**src/power_down_pkg.sv**
```systemverilog
package power_down_pkg;

  localparam logic [3:0] ADDR_STANDBY_CONTROL = 4'h0;
  localparam logic [3:0] ADDR_STOP_A = 4'h4;
  localparam logic [3:0] ADDR_STOP_B = 4'h8;
  localparam logic [3:0] ADDR_STOP_C = 4'hC;

  // writable bit masks; everything else reads as zero
  localparam logic [7:0] MASK_STANDBY_CONTROL = 8'h88;
  localparam logic [7:0] MASK_STOP_A = 8'hC6;
  localparam logic [7:0] MASK_STOP_B = 8'h17;
  localparam logic [7:0] MASK_STOP_C = 8'h11;
  localparam logic [7:0] RESET_VALUE = 8'h00;

  localparam int BIT_STANDBY_SELECT = 7;
  localparam int BIT_MODE_PIN_REFLECT = 3;
  localparam int BIT_STOP_DEBUG_IF = 7;
  localparam int BIT_STOP_BREAK_CTL = 6;
  localparam int BIT_STOP_CACHE = 2;
  localparam int BIT_STOP_USER_MEMORY = 1;
  localparam int BIT_STOP_MATCH_TIMER = 4;
  localparam int BIT_STOP_SERIAL_2 = 2;
  localparam int BIT_STOP_SERIAL_1 = 1;
  localparam int BIT_STOP_SERIAL_0 = 0;
  localparam int BIT_STOP_HOST_IF = 4;
  localparam int BIT_STOP_ETHERNET = 0;

  localparam logic [7:0] WATCHDOG_START = 8'h00;
  localparam logic [7:0] WATCHDOG_RELOCK = 8'h80;
  localparam logic [1:0] SENSE_LOW_LEVEL = 2'h0;

  // clock gate enables, one per gated module
  typedef struct packed {
    logic debug_interface;
    logic break_controller;
    logic cache;
    logic user_memory;
    logic match_timer;
    logic serial_channel_2;
    logic serial_channel_1;
    logic serial_channel_0;
    logic host_interface;
    logic ethernet;
  } module_clk_en_s;

  // interrupt requests as seen by the power-down logic
  typedef struct packed {
    logic nmi;
    logic debug_irq;
    logic user_break;
    logic ext_irq;
    logic [3:0] ext_irq_priority;
    logic [1:0] ext_irq_sense;
    logic ext_irq_match;
    logic periph_irq;
    logic [3:0] periph_irq_priority;
  } wake_req_s;

  typedef enum {
    RUN, LIGHT_SLEEP, DEEP_STANDBY, SETTLING, LOCKED_STANDBY
  } power_state_e;

endpackage

```
**src/power_down_mode_controller.sv**
```systemverilog
// Operation
// - halt with select 0 enters light sleep; peripherals, clock out run
// - halt with standby select 1 enters deep standby; all clocks stop
// - light sleep ends on any accepted interrupt except user break
// - in light sleep, external or peripheral interrupt not above mask level is refused
// - light sleep also ends on power-on reset or debug reset
// - core and cache registers are kept on deep standby entry
// - match timer registers are initialised in deep standby; others kept
// - nmi or external wake starts watchdog; clocks return after settling
// - clearing standby select after wake stops the watchdog counter
// - select still set: at count 80h re-enter standby until reset
// - external line wakes deep standby only with sense not 00 and match
// - external wake at or below mask resumes after halt, else exception
// - power-on reset ends deep standby; clock output driven during reset
// - reflect bit set applies mode pins on interrupt wake from standby
// - module stop bit 1 stops that peripheral clock
// - clearing module stop bit or power-on reset releases the gate
// - stop reg a: bits 7,6,2,1 gate debug, break, cache, user memory
// - stop register b: bit 4 match timer, bits 2,1,0 serial 2,1,0
// - stop register c: bit 4 host interface, bit 0 ethernet and its dma
// - reserved bits of the four registers read as zero
// - watchdog overflow on standby exit does not set the overflow flag
`timescale 1ns/10ps
`default_nettype none

module power_down_mode_controller #(
  parameter int COUNT_WIDTH = 8,
  parameter int PRESCALE_WIDTH = 12
) (
  input wire logic core_clk,
  input wire logic sys_rst,
  input wire logic [3:0] reg_addr,
  input wire logic [7:0] reg_wdata,
  input wire logic reg_wr,
  input wire logic reg_rd,
  output logic [7:0] reg_rdata,
  input wire logic halt_exec,
  input wire logic debug_reset,
  input wire logic [3:0] core_mask_level,
  input wire power_down_pkg::wake_req_s wake_req,
  input wire logic [2:0] watchdog_clock_divider,
  input wire logic [2:0] mode_pins,
  output logic core_halt,
  output logic internal_clk_en,
  output logic periph_clk_en,
  output logic external_clock_output_en,
  output logic match_timer_init,
  output logic take_exception,
  output logic resume_after_halt,
  output logic mode_apply,
  output logic [2:0] mode_applied,
  output logic watchdog_overflow_flag_set,
  output logic [COUNT_WIDTH-1:0] watchdog_counter,
  output power_down_pkg::module_clk_en_s module_clk_en
);

  power_down_pkg::power_state_e state, next_state;
  logic [7:0] standby_control;
  logic [7:0] module_clock_stop_a;
  logic [7:0] module_clock_stop_b;
  logic [7:0] module_clock_stop_c;
  logic [PRESCALE_WIDTH-1:0] prescale;
  logic counting;

  function automatic logic [3:0] div_shift(input logic [2:0] sel);
    case (sel)
      3'h0: div_shift = 4'h0;
      3'h1: div_shift = 4'h2;
      3'h2: div_shift = 4'h4;
      3'h3: div_shift = 4'h5;
      3'h4: div_shift = 4'h6;
      3'h5: div_shift = 4'h8;
      3'h6: div_shift = 4'hA;
      default: div_shift = 4'hC;
    endcase
  endfunction

  function automatic logic hit(input logic [3:0] a, input logic [3:0] b);
    hit = (a == b);
  endfunction

  // register decode
  wire sel_ctl = hit(reg_addr, power_down_pkg::ADDR_STANDBY_CONTROL);
  wire sel_a = hit(reg_addr, power_down_pkg::ADDR_STOP_A);
  wire sel_b = hit(reg_addr, power_down_pkg::ADDR_STOP_B);
  wire sel_c = hit(reg_addr, power_down_pkg::ADDR_STOP_C);
  wire [7:0] rd_mux = sel_ctl ? standby_control :
                      sel_a ? module_clock_stop_a :
                      sel_b ? module_clock_stop_b :
                      sel_c ? module_clock_stop_c : 8'h00;
  wire [7:0] rd_mask = sel_ctl ? power_down_pkg::MASK_STANDBY_CONTROL :
                       sel_a ? power_down_pkg::MASK_STOP_A :
                       sel_b ? power_down_pkg::MASK_STOP_B :
                       sel_c ? power_down_pkg::MASK_STOP_C : 8'h00;
  wire standby_select =
    standby_control[power_down_pkg::BIT_STANDBY_SELECT];
  wire mode_pin_reflect =
    standby_control[power_down_pkg::BIT_MODE_PIN_REFLECT];

  // interrupt acceptance; user break never wakes
  wire ext_ok = wake_req.ext_irq &&
                (wake_req.ext_irq_priority > core_mask_level);
  wire periph_ok = wake_req.periph_irq &&
                   (wake_req.periph_irq_priority > core_mask_level);
  wire sleep_wake = wake_req.nmi || wake_req.debug_irq ||
                    ext_ok || periph_ok;
  wire ext_standby_wake = wake_req.ext_irq && wake_req.ext_irq_match &&
    (wake_req.ext_irq_sense != power_down_pkg::SENSE_LOW_LEVEL);
  wire standby_wake = wake_req.nmi || ext_standby_wake;

  // watchdog tick from the selected divider
  wire [PRESCALE_WIDTH:0] prescale_span =
    (PRESCALE_WIDTH+1)'(1) << div_shift(watchdog_clock_divider);
  wire [PRESCALE_WIDTH-1:0] prescale_top =
    PRESCALE_WIDTH'(prescale_span - (PRESCALE_WIDTH+1)'(1));
  wire tick = (prescale == prescale_top);
  wire settle_done = (state == power_down_pkg::SETTLING) && tick &&
                     (watchdog_counter == {COUNT_WIDTH{1'b1}});
  wire relock = counting && tick &&
    (watchdog_counter == COUNT_WIDTH'(power_down_pkg::WATCHDOG_RELOCK)
                         - COUNT_WIDTH'(1));

  always_comb begin
    next_state = state;
    case (state)
      power_down_pkg::RUN: begin
        if (relock) begin
          next_state = power_down_pkg::LOCKED_STANDBY;
        end else if (halt_exec && standby_select) begin
          next_state = power_down_pkg::DEEP_STANDBY;
        end else if (halt_exec) begin
          next_state = power_down_pkg::LIGHT_SLEEP;
        end
      end
      power_down_pkg::LIGHT_SLEEP: begin
        if (sleep_wake || debug_reset) begin
          next_state = power_down_pkg::RUN;
        end
      end
      power_down_pkg::DEEP_STANDBY: begin
        if (standby_wake) begin
          next_state = power_down_pkg::SETTLING;
        end
      end
      power_down_pkg::SETTLING: begin
        if (settle_done) begin
          next_state = power_down_pkg::RUN;
        end
      end
      power_down_pkg::LOCKED_STANDBY: next_state = state;
      default: next_state = power_down_pkg::RUN;
    endcase
  end

  wire next_asleep = (next_state != power_down_pkg::RUN);
  wire next_deep = (next_state == power_down_pkg::DEEP_STANDBY) ||
                   (next_state == power_down_pkg::SETTLING) ||
                   (next_state == power_down_pkg::LOCKED_STANDBY);
  // clocks stay off through settling until the count completes
  wire next_stopped = (next_state == power_down_pkg::DEEP_STANDBY) ||
                      (next_state == power_down_pkg::SETTLING) ||
                      (next_state == power_down_pkg::LOCKED_STANDBY);
  wire sleep_exit = (state == power_down_pkg::LIGHT_SLEEP) &&
                    (next_state == power_down_pkg::RUN);
  wire next_exception = (sleep_exit && sleep_wake && !debug_reset) ||
    (settle_done && (wake_req.nmi || ext_ok));
  wire next_resume = settle_done && !wake_req.nmi && !ext_ok;

  wire [7:0] next_stop_a = reg_wr && sel_a ?
    (reg_wdata & power_down_pkg::MASK_STOP_A) : module_clock_stop_a;
  wire [7:0] next_stop_b = reg_wr && sel_b ?
    (reg_wdata & power_down_pkg::MASK_STOP_B) : module_clock_stop_b;
  wire [7:0] next_stop_c = reg_wr && sel_c ?
    (reg_wdata & power_down_pkg::MASK_STOP_C) : module_clock_stop_c;

  // enables follow the stored next value so the gate sees a flop output
  power_down_pkg::module_clk_en_s next_clk_en;
  assign next_clk_en = '{
    debug_interface: !next_stop_a[power_down_pkg::BIT_STOP_DEBUG_IF],
    break_controller: !next_stop_a[power_down_pkg::BIT_STOP_BREAK_CTL],
    cache: !next_stop_a[power_down_pkg::BIT_STOP_CACHE],
    user_memory: !next_stop_a[power_down_pkg::BIT_STOP_USER_MEMORY],
    match_timer: !next_stop_b[power_down_pkg::BIT_STOP_MATCH_TIMER],
    serial_channel_2: !next_stop_b[power_down_pkg::BIT_STOP_SERIAL_2],
    serial_channel_1: !next_stop_b[power_down_pkg::BIT_STOP_SERIAL_1],
    serial_channel_0: !next_stop_b[power_down_pkg::BIT_STOP_SERIAL_0],
    host_interface: !next_stop_c[power_down_pkg::BIT_STOP_HOST_IF],
    ethernet: !next_stop_c[power_down_pkg::BIT_STOP_ETHERNET]
  };

  always_ff @(posedge core_clk) begin
    if (sys_rst) begin
      state <= power_down_pkg::RUN;
      standby_control <= power_down_pkg::RESET_VALUE;
      module_clock_stop_a <= power_down_pkg::RESET_VALUE;
      module_clock_stop_b <= power_down_pkg::RESET_VALUE;
      module_clock_stop_c <= power_down_pkg::RESET_VALUE;
      module_clk_en <= '1;
      reg_rdata <= 8'h00;
    end else begin
      state <= next_state;
      if (reg_wr && sel_ctl) begin
        standby_control <= reg_wdata & power_down_pkg::MASK_STANDBY_CONTROL;
      end
      module_clock_stop_a <= next_stop_a;
      module_clock_stop_b <= next_stop_b;
      module_clock_stop_c <= next_stop_c;
      module_clk_en <= next_clk_en;
      reg_rdata <= reg_rd ? rd_mux : 8'h00;
    end
  end

  // watchdog: settles in standby, then keeps counting while select stays set
  always_ff @(posedge core_clk) begin
    if (sys_rst) begin
      prescale <= '0;
      watchdog_counter <= '0;
      counting <= 1'b0;
    end else begin
      if (state == power_down_pkg::DEEP_STANDBY) begin
        prescale <= '0;
        watchdog_counter <= COUNT_WIDTH'(power_down_pkg::WATCHDOG_START);
      end else if (state == power_down_pkg::SETTLING || counting) begin
        prescale <= tick ? '0 : prescale + PRESCALE_WIDTH'(1);
        if (tick) begin
          watchdog_counter <= watchdog_counter + COUNT_WIDTH'(1);
        end
      end
      if (settle_done) begin
        counting <= 1'b1;
      end else if (!standby_select || relock) begin
        counting <= 1'b0;
      end
    end
  end

  // power outputs; reset value keeps the clock pin driven
  always_ff @(posedge core_clk) begin
    if (sys_rst) begin
      core_halt <= 1'b0;
      internal_clk_en <= 1'b1;
      periph_clk_en <= 1'b1;
      external_clock_output_en <= 1'b1;
      match_timer_init <= 1'b0;
      take_exception <= 1'b0;
      resume_after_halt <= 1'b0;
      mode_apply <= 1'b0;
      mode_applied <= 3'h0;
      watchdog_overflow_flag_set <= 1'b0;
    end else begin
      core_halt <= next_asleep;
      internal_clk_en <= !next_stopped;
      periph_clk_en <= !next_deep;
      external_clock_output_en <= !next_stopped;
      match_timer_init <= next_deep;
      take_exception <= next_exception;
      resume_after_halt <= next_resume;
      mode_apply <= settle_done && mode_pin_reflect;
      if (settle_done && mode_pin_reflect) begin
        mode_applied <= mode_pins;
      end
      // standby exit by overflow never raises the overflow flag
      watchdog_overflow_flag_set <= 1'b0;
    end
  end
endmodule // power_down_mode_controller

`default_nettype wire

```
**config.mk**
```make
export PLATFORM = sky130hd
export DESIGN_NAME = power_down_mode_controller
export DESIGN_NICKNAME = d
export VERILOG_FILES = /design/src/power_down_pkg.sv /design/src/power_down_mode_controller.sv
export SDC_FILE = /design/constraint.sdc
export NUM_CORES = 1
export LEC_CHECK = 0
export BUFFER_PORTS_ARGS = -buffer_cell sky130_fd_sc_hd__buf_2
export CORE_ASPECT_RATIO = 0.75
export CORE_MARGIN = 4
export CORE_UTILIZATION = 35
export DETAILED_ROUTE_END_ITERATION = 16
export GPL_TIMING_DRIVEN = 1
export PLACE_DENSITY = 0.63
export SLEW_MARGIN = 20
export SYNTH_ARGS = -nofsm -noshare
export SYNTH_HDL_FRONTEND = slang
export SYNTH_SLANG_ARGS = --single-unit
export TNS_END_PERCENT = 30
```
**constraint.sdc**
```tcl
create_clock -name core_clk -period 7.3 [get_ports core_clk]
set_clock_uncertainty 0.05 [all_clocks]
set_input_delay 0.365 -clock core_clk [delete_from_list [all_inputs] [get_ports core_clk]]
set_output_delay 0.365 -clock core_clk [all_outputs]
set_load 0.03 [all_outputs]
```
; Word-level counts from Yosys, hierarchy flattened
; Index checks and enable logic that the tools add are counted.
[totals]
regBits = 92
in_bits = 44
out_inout_bits = 38
word_cells = 135
[op_classes]
n_addsub = 3
magnitude_cmp = 2
eq_ne = 22
shift = 1
n_mux = 18
bitwise = 1
reduce_logical = 59
[ops]
columns = cell, count
row1 = 2-to-1 mux 32 bit, 6
row2 = "equality test 32 x 3 -> 1 bit, second input constant", 5
row3 = case mux 32 bit (5 select lines), 1
row4 = "equality test 32 x 2 -> 1 bit, second input constant", 3
row5 = logical NOT 32 bit, 2
row6 = "equality test 32 x 1 -> 1 bit, second input constant", 1
row7 = "equality test 32 x 4 -> 1 bit, second input constant", 1
row8 = nonzero test 32 bit, 1
row9 = case mux 4 bit (7 select lines), 1
row10 = 2-to-1 mux 8 bit, 3
row11 = logical AND 1 bit, 20
row12 = 2-to-1 mux 5 bit, 4
row13 = logical NOT 1 bit, 15
row14 = "adder 12 x 1 -> 12 bit, second input constant", 1
row15 = equality test 12 bit, 1
row16 = 2-to-1 mux 12 bit, 1
row17 = "<< shifter 1 x 4 -> 12 bit, first input constant", 1
row18 = "subtractor 12 x 1 -> 12 bit, second input constant", 1
row19 = logical OR 1 bit, 11
row20 = "equality test 3 bit, second input constant", 3
row21 = "adder 8 x 1 -> 8 bit, second input constant", 1
row22 = "equality test 4 bit, second input constant", 2
row23 = "equality test 8 x 7 -> 1 bit, second input constant", 1
row24 = "equality test 8 bit, second input constant", 1
row25 = 14 further kinds, 19

; Longest topological paths before layout
[depth]
word_depth = 14
ltp_mapped = 13
mapped_depth_nobuf = 9

; Worst setup path before layout
; No wires, ideal clock.
[synth_path]
path_kind = input port to flip-flop
start = input port watchdog_clock_divider[1]
end = register mode_applied[0]
setup_ps = 70
arrival_time_ps = 3121
required_ps = 7180
slack_ps = 4060
stages = 12
n_path_buf = 3
path_cell_list = buf_4 -> buf_6 -> or3_1 -> ha_1 -> buf_4 -> xnor2_1 -> a311o_1 -> a32o_1 -> a2111oi_4 -> nand4_4 -> or3_1 -> a21oi_1
[synth_via]
elab_chain_cells = 8
elab_cells_between_ends = 14
classes_between = add/sub (1) / eq/ne (7) / shift (1) / mux (1) / reduce/logical (4)
[synth_rtl]
columns = element, line_no
row1 = from (decl), power_down_mode_controller.sv:41  ; input wire logic [2:0] watchdog_clock_divider,
row2 = equality test 3 bit (tied with other cells), power_down_mode_controller.sv:66  ; case (sel)
row3 = case mux 4 bit (7 select lines) *, power_down_mode_controller.sv:66
row4 = << shifter 1 x 4 -> 12 bit *, power_down_mode_controller.sv:113  ; (PRESCALE_WIDTH+1)'(1) << div_shift(watchdog_clock_divider);
row5 = subtractor 12 x 1 -> 12 bit *, power_down_mode_controller.sv:115  ; PRESCALE_WIDTH'(prescale_span - (PRESCALE_WIDTH+1)'(1));
row6 = equality test 12 bit *, power_down_mode_controller.sv:116  ; wire tick = (prescale == prescale_top);
row7 = logical AND 1 bit * (2 in a row), power_down_mode_controller.sv:117  ; wire settle_done = (state == power_down_pkg::SETTLING) && tick &&
row8 = logical AND 1 bit *, power_down_mode_controller.sv:259  ; if (settle_done && mode_pin_reflect) begin
row9 = to (signal assigned), power_down_mode_controller.sv:260  ; mode_applied <= mode_pins;
row10 = to (decl), power_down_mode_controller.sv:51  ; output logic [2:0] mode_applied,
; Every way passes the cells marked *; elsewhere a longest branch is shown, timed or not.
; A chain may end at the register's enable or synchronous reset.

; Final worst setup path
[layout_path]
start = input port watchdog_clock_divider[1]
end = register prescale[5]
[layout_via]
elab_chain_cells = 6
elab_cells_between_ends = 12
classes_between = add/sub (1) / eq/ne (7) / shift (1) / mux (2) / reduce/logical (1)
[layout_rtl]
columns = element, line_no
row1 = equality test 3 bit (tied with other cells), power_down_mode_controller.sv:66
row2 = case mux 4 bit (7 select lines) *, power_down_mode_controller.sv:66
row3 = << shifter 1 x 4 -> 12 bit *, power_down_mode_controller.sv:113
row4 = subtractor 12 x 1 -> 12 bit *, power_down_mode_controller.sv:115
row5 = equality test 12 bit *, power_down_mode_controller.sv:116
row6 = 2-to-1 mux 12 bit *, power_down_mode_controller.sv:224  ; prescale <= tick ? '0 : prescale + PRESCALE_WIDTH'(1);
row7 = to (signal assigned), power_down_mode_controller.sv:224
row8 = to (decl), power_down_mode_controller.sv:62  ; logic [PRESCALE_WIDTH-1:0] prescale;
; Marks and branches as above.

==> results.md <==
* Drt pass-1 iters at 4
* Total Nets Final at about 550
* WHS at between 0.2 and 0.25 ns
* DR vias at ~3000
* Post-synth top area cell: dfxtp_1
* Placed cell area at 4330 um2
* Synth async-reset ratio at 0%
* Synthesis-stage register bit count at between 90 and 100
* Post-CTS Setup Bufs at 0
* Synth cell types at 63
* Vias in the first global route at a little under 3000
* DP Wirelength at between 6 and 7 mm
* Cells along the critical path: buf_2, or3_1, ha_1, xnor2_1, a311o_1, a32o_1, nor3_2, nand2_1, nand2b_1, nor2_1
* Worst VDD drop at 0.128 mV
* Slew @ Worst Pin at roughly 0.87 ns
* Iteration-0 DRC Markers at approximately 220
* Power Dens Cells at 222 nW/um2
* Endpoints failing setup at 0
* R2r setup slk at between 4 and 5 ns
* Fmax at roughly 0.32 GHz
* Sink Count at 91
* Max stage delay on crit path at about 0.48 ns
* WP data arrival at 3.32 ns
* Drt via density at 4.75
* I/O Buffers at between 70 and 80
* Die area at 12600 um2
* Worst Path Max Fanout at 17
* RSZ-0062 raised after global routing: no
* Core Footprint at 10400 um2
* Number of flops mapped to enable cells by yosys at 0
* # resized after CTS at 0
* Cells after synthesis at between 300 and 400
* H-tree depth at 3
* Hold endpoint: standby_control[3]
* Static leakage at approximately 2 nW
* Crit end category: register
* # diodes at 0
* Die span in x at 128 um
* Crit path launch type: input port
* Final ANT Viol Nets at 0
* Req. time, crit path at roughly 7.5 ns
* Top-area cell type share of the netlist area at 48.1%
* Warnings from Yosys at 0
* Cell family with most CP delay: simple AND/OR/NAND/NOR gates
* Min Tclk post-route at 3.16 ns
* Fin. Hold Viols at 0
* Clock slew at reported path FFs at roughly 0.06 ns
* Place WS at 3.78 ns
* Initial core utilization at ~36%
* Hold path startpoint: reg_wdata[3]
* Final wirelength at between 8 and 9 mm
* CTS tree: yes
* First-pass GRT wire length at ~13 mm
* R2r worst-path depth at 7
* Reg-to-Reg Start: state[10]
* Longest Clk Path Bufs at 2
* Cell Area, Synth at about 3800 um2
* Wire per inst at approximately 13 um
* Routability congestion estimate at approximately 0.83
* All-layer global routing usage at 13.0%
* Count leader, synth: dfxtp_1
* CTS Buf Count at 9
* Non-Filler Cell Area, Final at 4630 um2
* CP Class: in2reg
* Setup WS post-layout at about 4.1 ns
* Largest net degree at the start of global routing at 22
* Initial antenna violation count at 0
* WHS Path Cells at 3
* Avg Synthesized Cell Area at slightly below 10 um2
* Area grow syn2layout at 22.3%
* Status: finished clean
* Slew Viols, Final at 0
* Fin crit share at a little over two fifths
* Reg-to-Reg End: prescale[5]
* Clock Latency Late Sink at ~0.33 ns
* Clock root buffer master: clkbuf_16
* Cts hold-fix bufs at 0
* Sequential cell area fraction in the yosys report at around half
* Area contributors post-synth: dfxtp_1, nor2_1, mux2i_1
* DRC at 0
* Share of cells above drive strength 1 at 21.2%
* Slowest-stage cell, CP: nor3_2
* Synth cell count leaders: dfxtp_1, nor2_1, inv_1
* Buf+Inv Stages, Crit Path at 1
* # IOs at 82
* Max-cap check violation count at 0
* GR Overflow Total at 0
* Setup TNS at 0 ns
* Worst Hold Class: in2reg
* Vert. Die Dim at approximately 98 um
* Std cell rows at 32
* Main synth FF type: dfxtp_1
* Slew HR at 41.4%
==> metrics by stage <==
step	cells	total power [mW]	util [%]
2_1_floorplan	421	0.560	-
3_3_place_gp	616	0.576	41.6
3_5_place_dp	616	0.579	41.6
4_1_cts	632	1.04	44.4
5_1_grt	632	1.07	44.4
6_report	632	1.03	44.4
==> worst max path at each step <==
| stage | slack, ns | endpoint | from | depth (start not counted) |
|---|---|---|---|---|
| after CTS | 4.14 | prescale[5] | watchdog_clock_divider[1] | 10 |
| after detailed placement | 3.78 | prescale[5] | watchdog_clock_divider[1] | 10 |
| after global routing | 3.85 | prescale[3] | state[31] | 7 |
| final | 4.14 | prescale[5] | watchdog_clock_divider[1] | 10 |
| after floorplan | 4.06 | mode_applied[0] | watchdog_clock_divider[1] | 12 |
| after global placement | 3.89 | prescale[6] | watchdog_clock_divider[1] | 10 |
==> sequential cells by signal, indices dropped and copies added (netlist names) <==
| register | flops |
|---|---|
| core_halt | 1 |
| counting | 1 |
| external_clock_output_en | 1 |
| match_timer_init | 1 |
| mode_applied | 3 |
| mode_apply | 1 |
| module_clk_en | 10 |
| module_clock_stop_a | 4 |
| module_clock_stop_b | 4 |
| module_clock_stop_c | 2 |
| prescale | 12 |
| reg_rdata | 7 |
| resume_after_halt | 1 |
| standby_control | 2 |
| state | 32 |
| take_exception | 1 |
| watchdog_counter | 8 |
==> power breakdown <==
group          internal, mW  leakage (nW)  switching (mW)  total [mW]
registers             0.507         0.745         0.00277       0.509
clock network         0.276         0.144           0.182       0.458
logic                0.0237          1.10          0.0353      0.0590
==> placed cells by master (no fill, tap or decap), drive strengths merged, types with 2 or more instances in the layout <==
master,n
nor4b,2
xor2,16
nand4b,2
nor4,6
xnor2,6
nor3,9
nor2b,6
nand2,19
o21a,3
and3,6
nor2,48
clkbuf,13
inv,28
o21ai,8
a31o,2
o31ai,2
ha,11
and2,3
a2111oi,5
a21o,2
or2,3
and4,5
nand4,13
dfxtp,91
or3,4
a211oi,4
o211ai,3
clkinv,2
a21oi,12
mux2i,15
nand3,12
nand2b,4
buf,77
a22oi,3
conb,32
==> area by class of cell <==
class / instances / area [um2]
clock inverter: 3 / 47.5
fill: 1031 / 5780
sequential: 91 / 1820
multi-input combinational: 284 / 1850
clock buffer: 13 / 250
inverter: 28 / 105
tap: 136 / 170
timing repair buffer: 77 / 385
==> layer usage <==
layer | routed length [um] | track usage [%] | vias to the layer above | part of all wire (%)
met3 | 756 | 5.58 | 12 | 9.4
met2 | 3400 | 19.1 | 90 | 42
li1 | - | - | 1533 | -
met1 | 3740 | 17.1 | 1366 | 47
met4 | 112 | 4.24 | 0 | 1.4
met5 | 0 | 0 | - | 0
==> cells by family after synthesis <==
group           share of synthesized area (%)
xor+xnor                                 5.09
mux                                      3.97
other cells                             0.198
buf+inv                                  6.02
compound gates                           12.1
flops                                    48.1
fa+ha+maj                                3.64
simple gates                             20.8
==> worst min-delay path, delay by kind of cell <==
family	cells	cell delay, ns
buffers and inverters	1	0.10
AND/OR/NAND/NOR	1	0.06
AO/OA/AOI/OAI	1	0.05
Note: power is estimated with default switching activity, not from simulation.
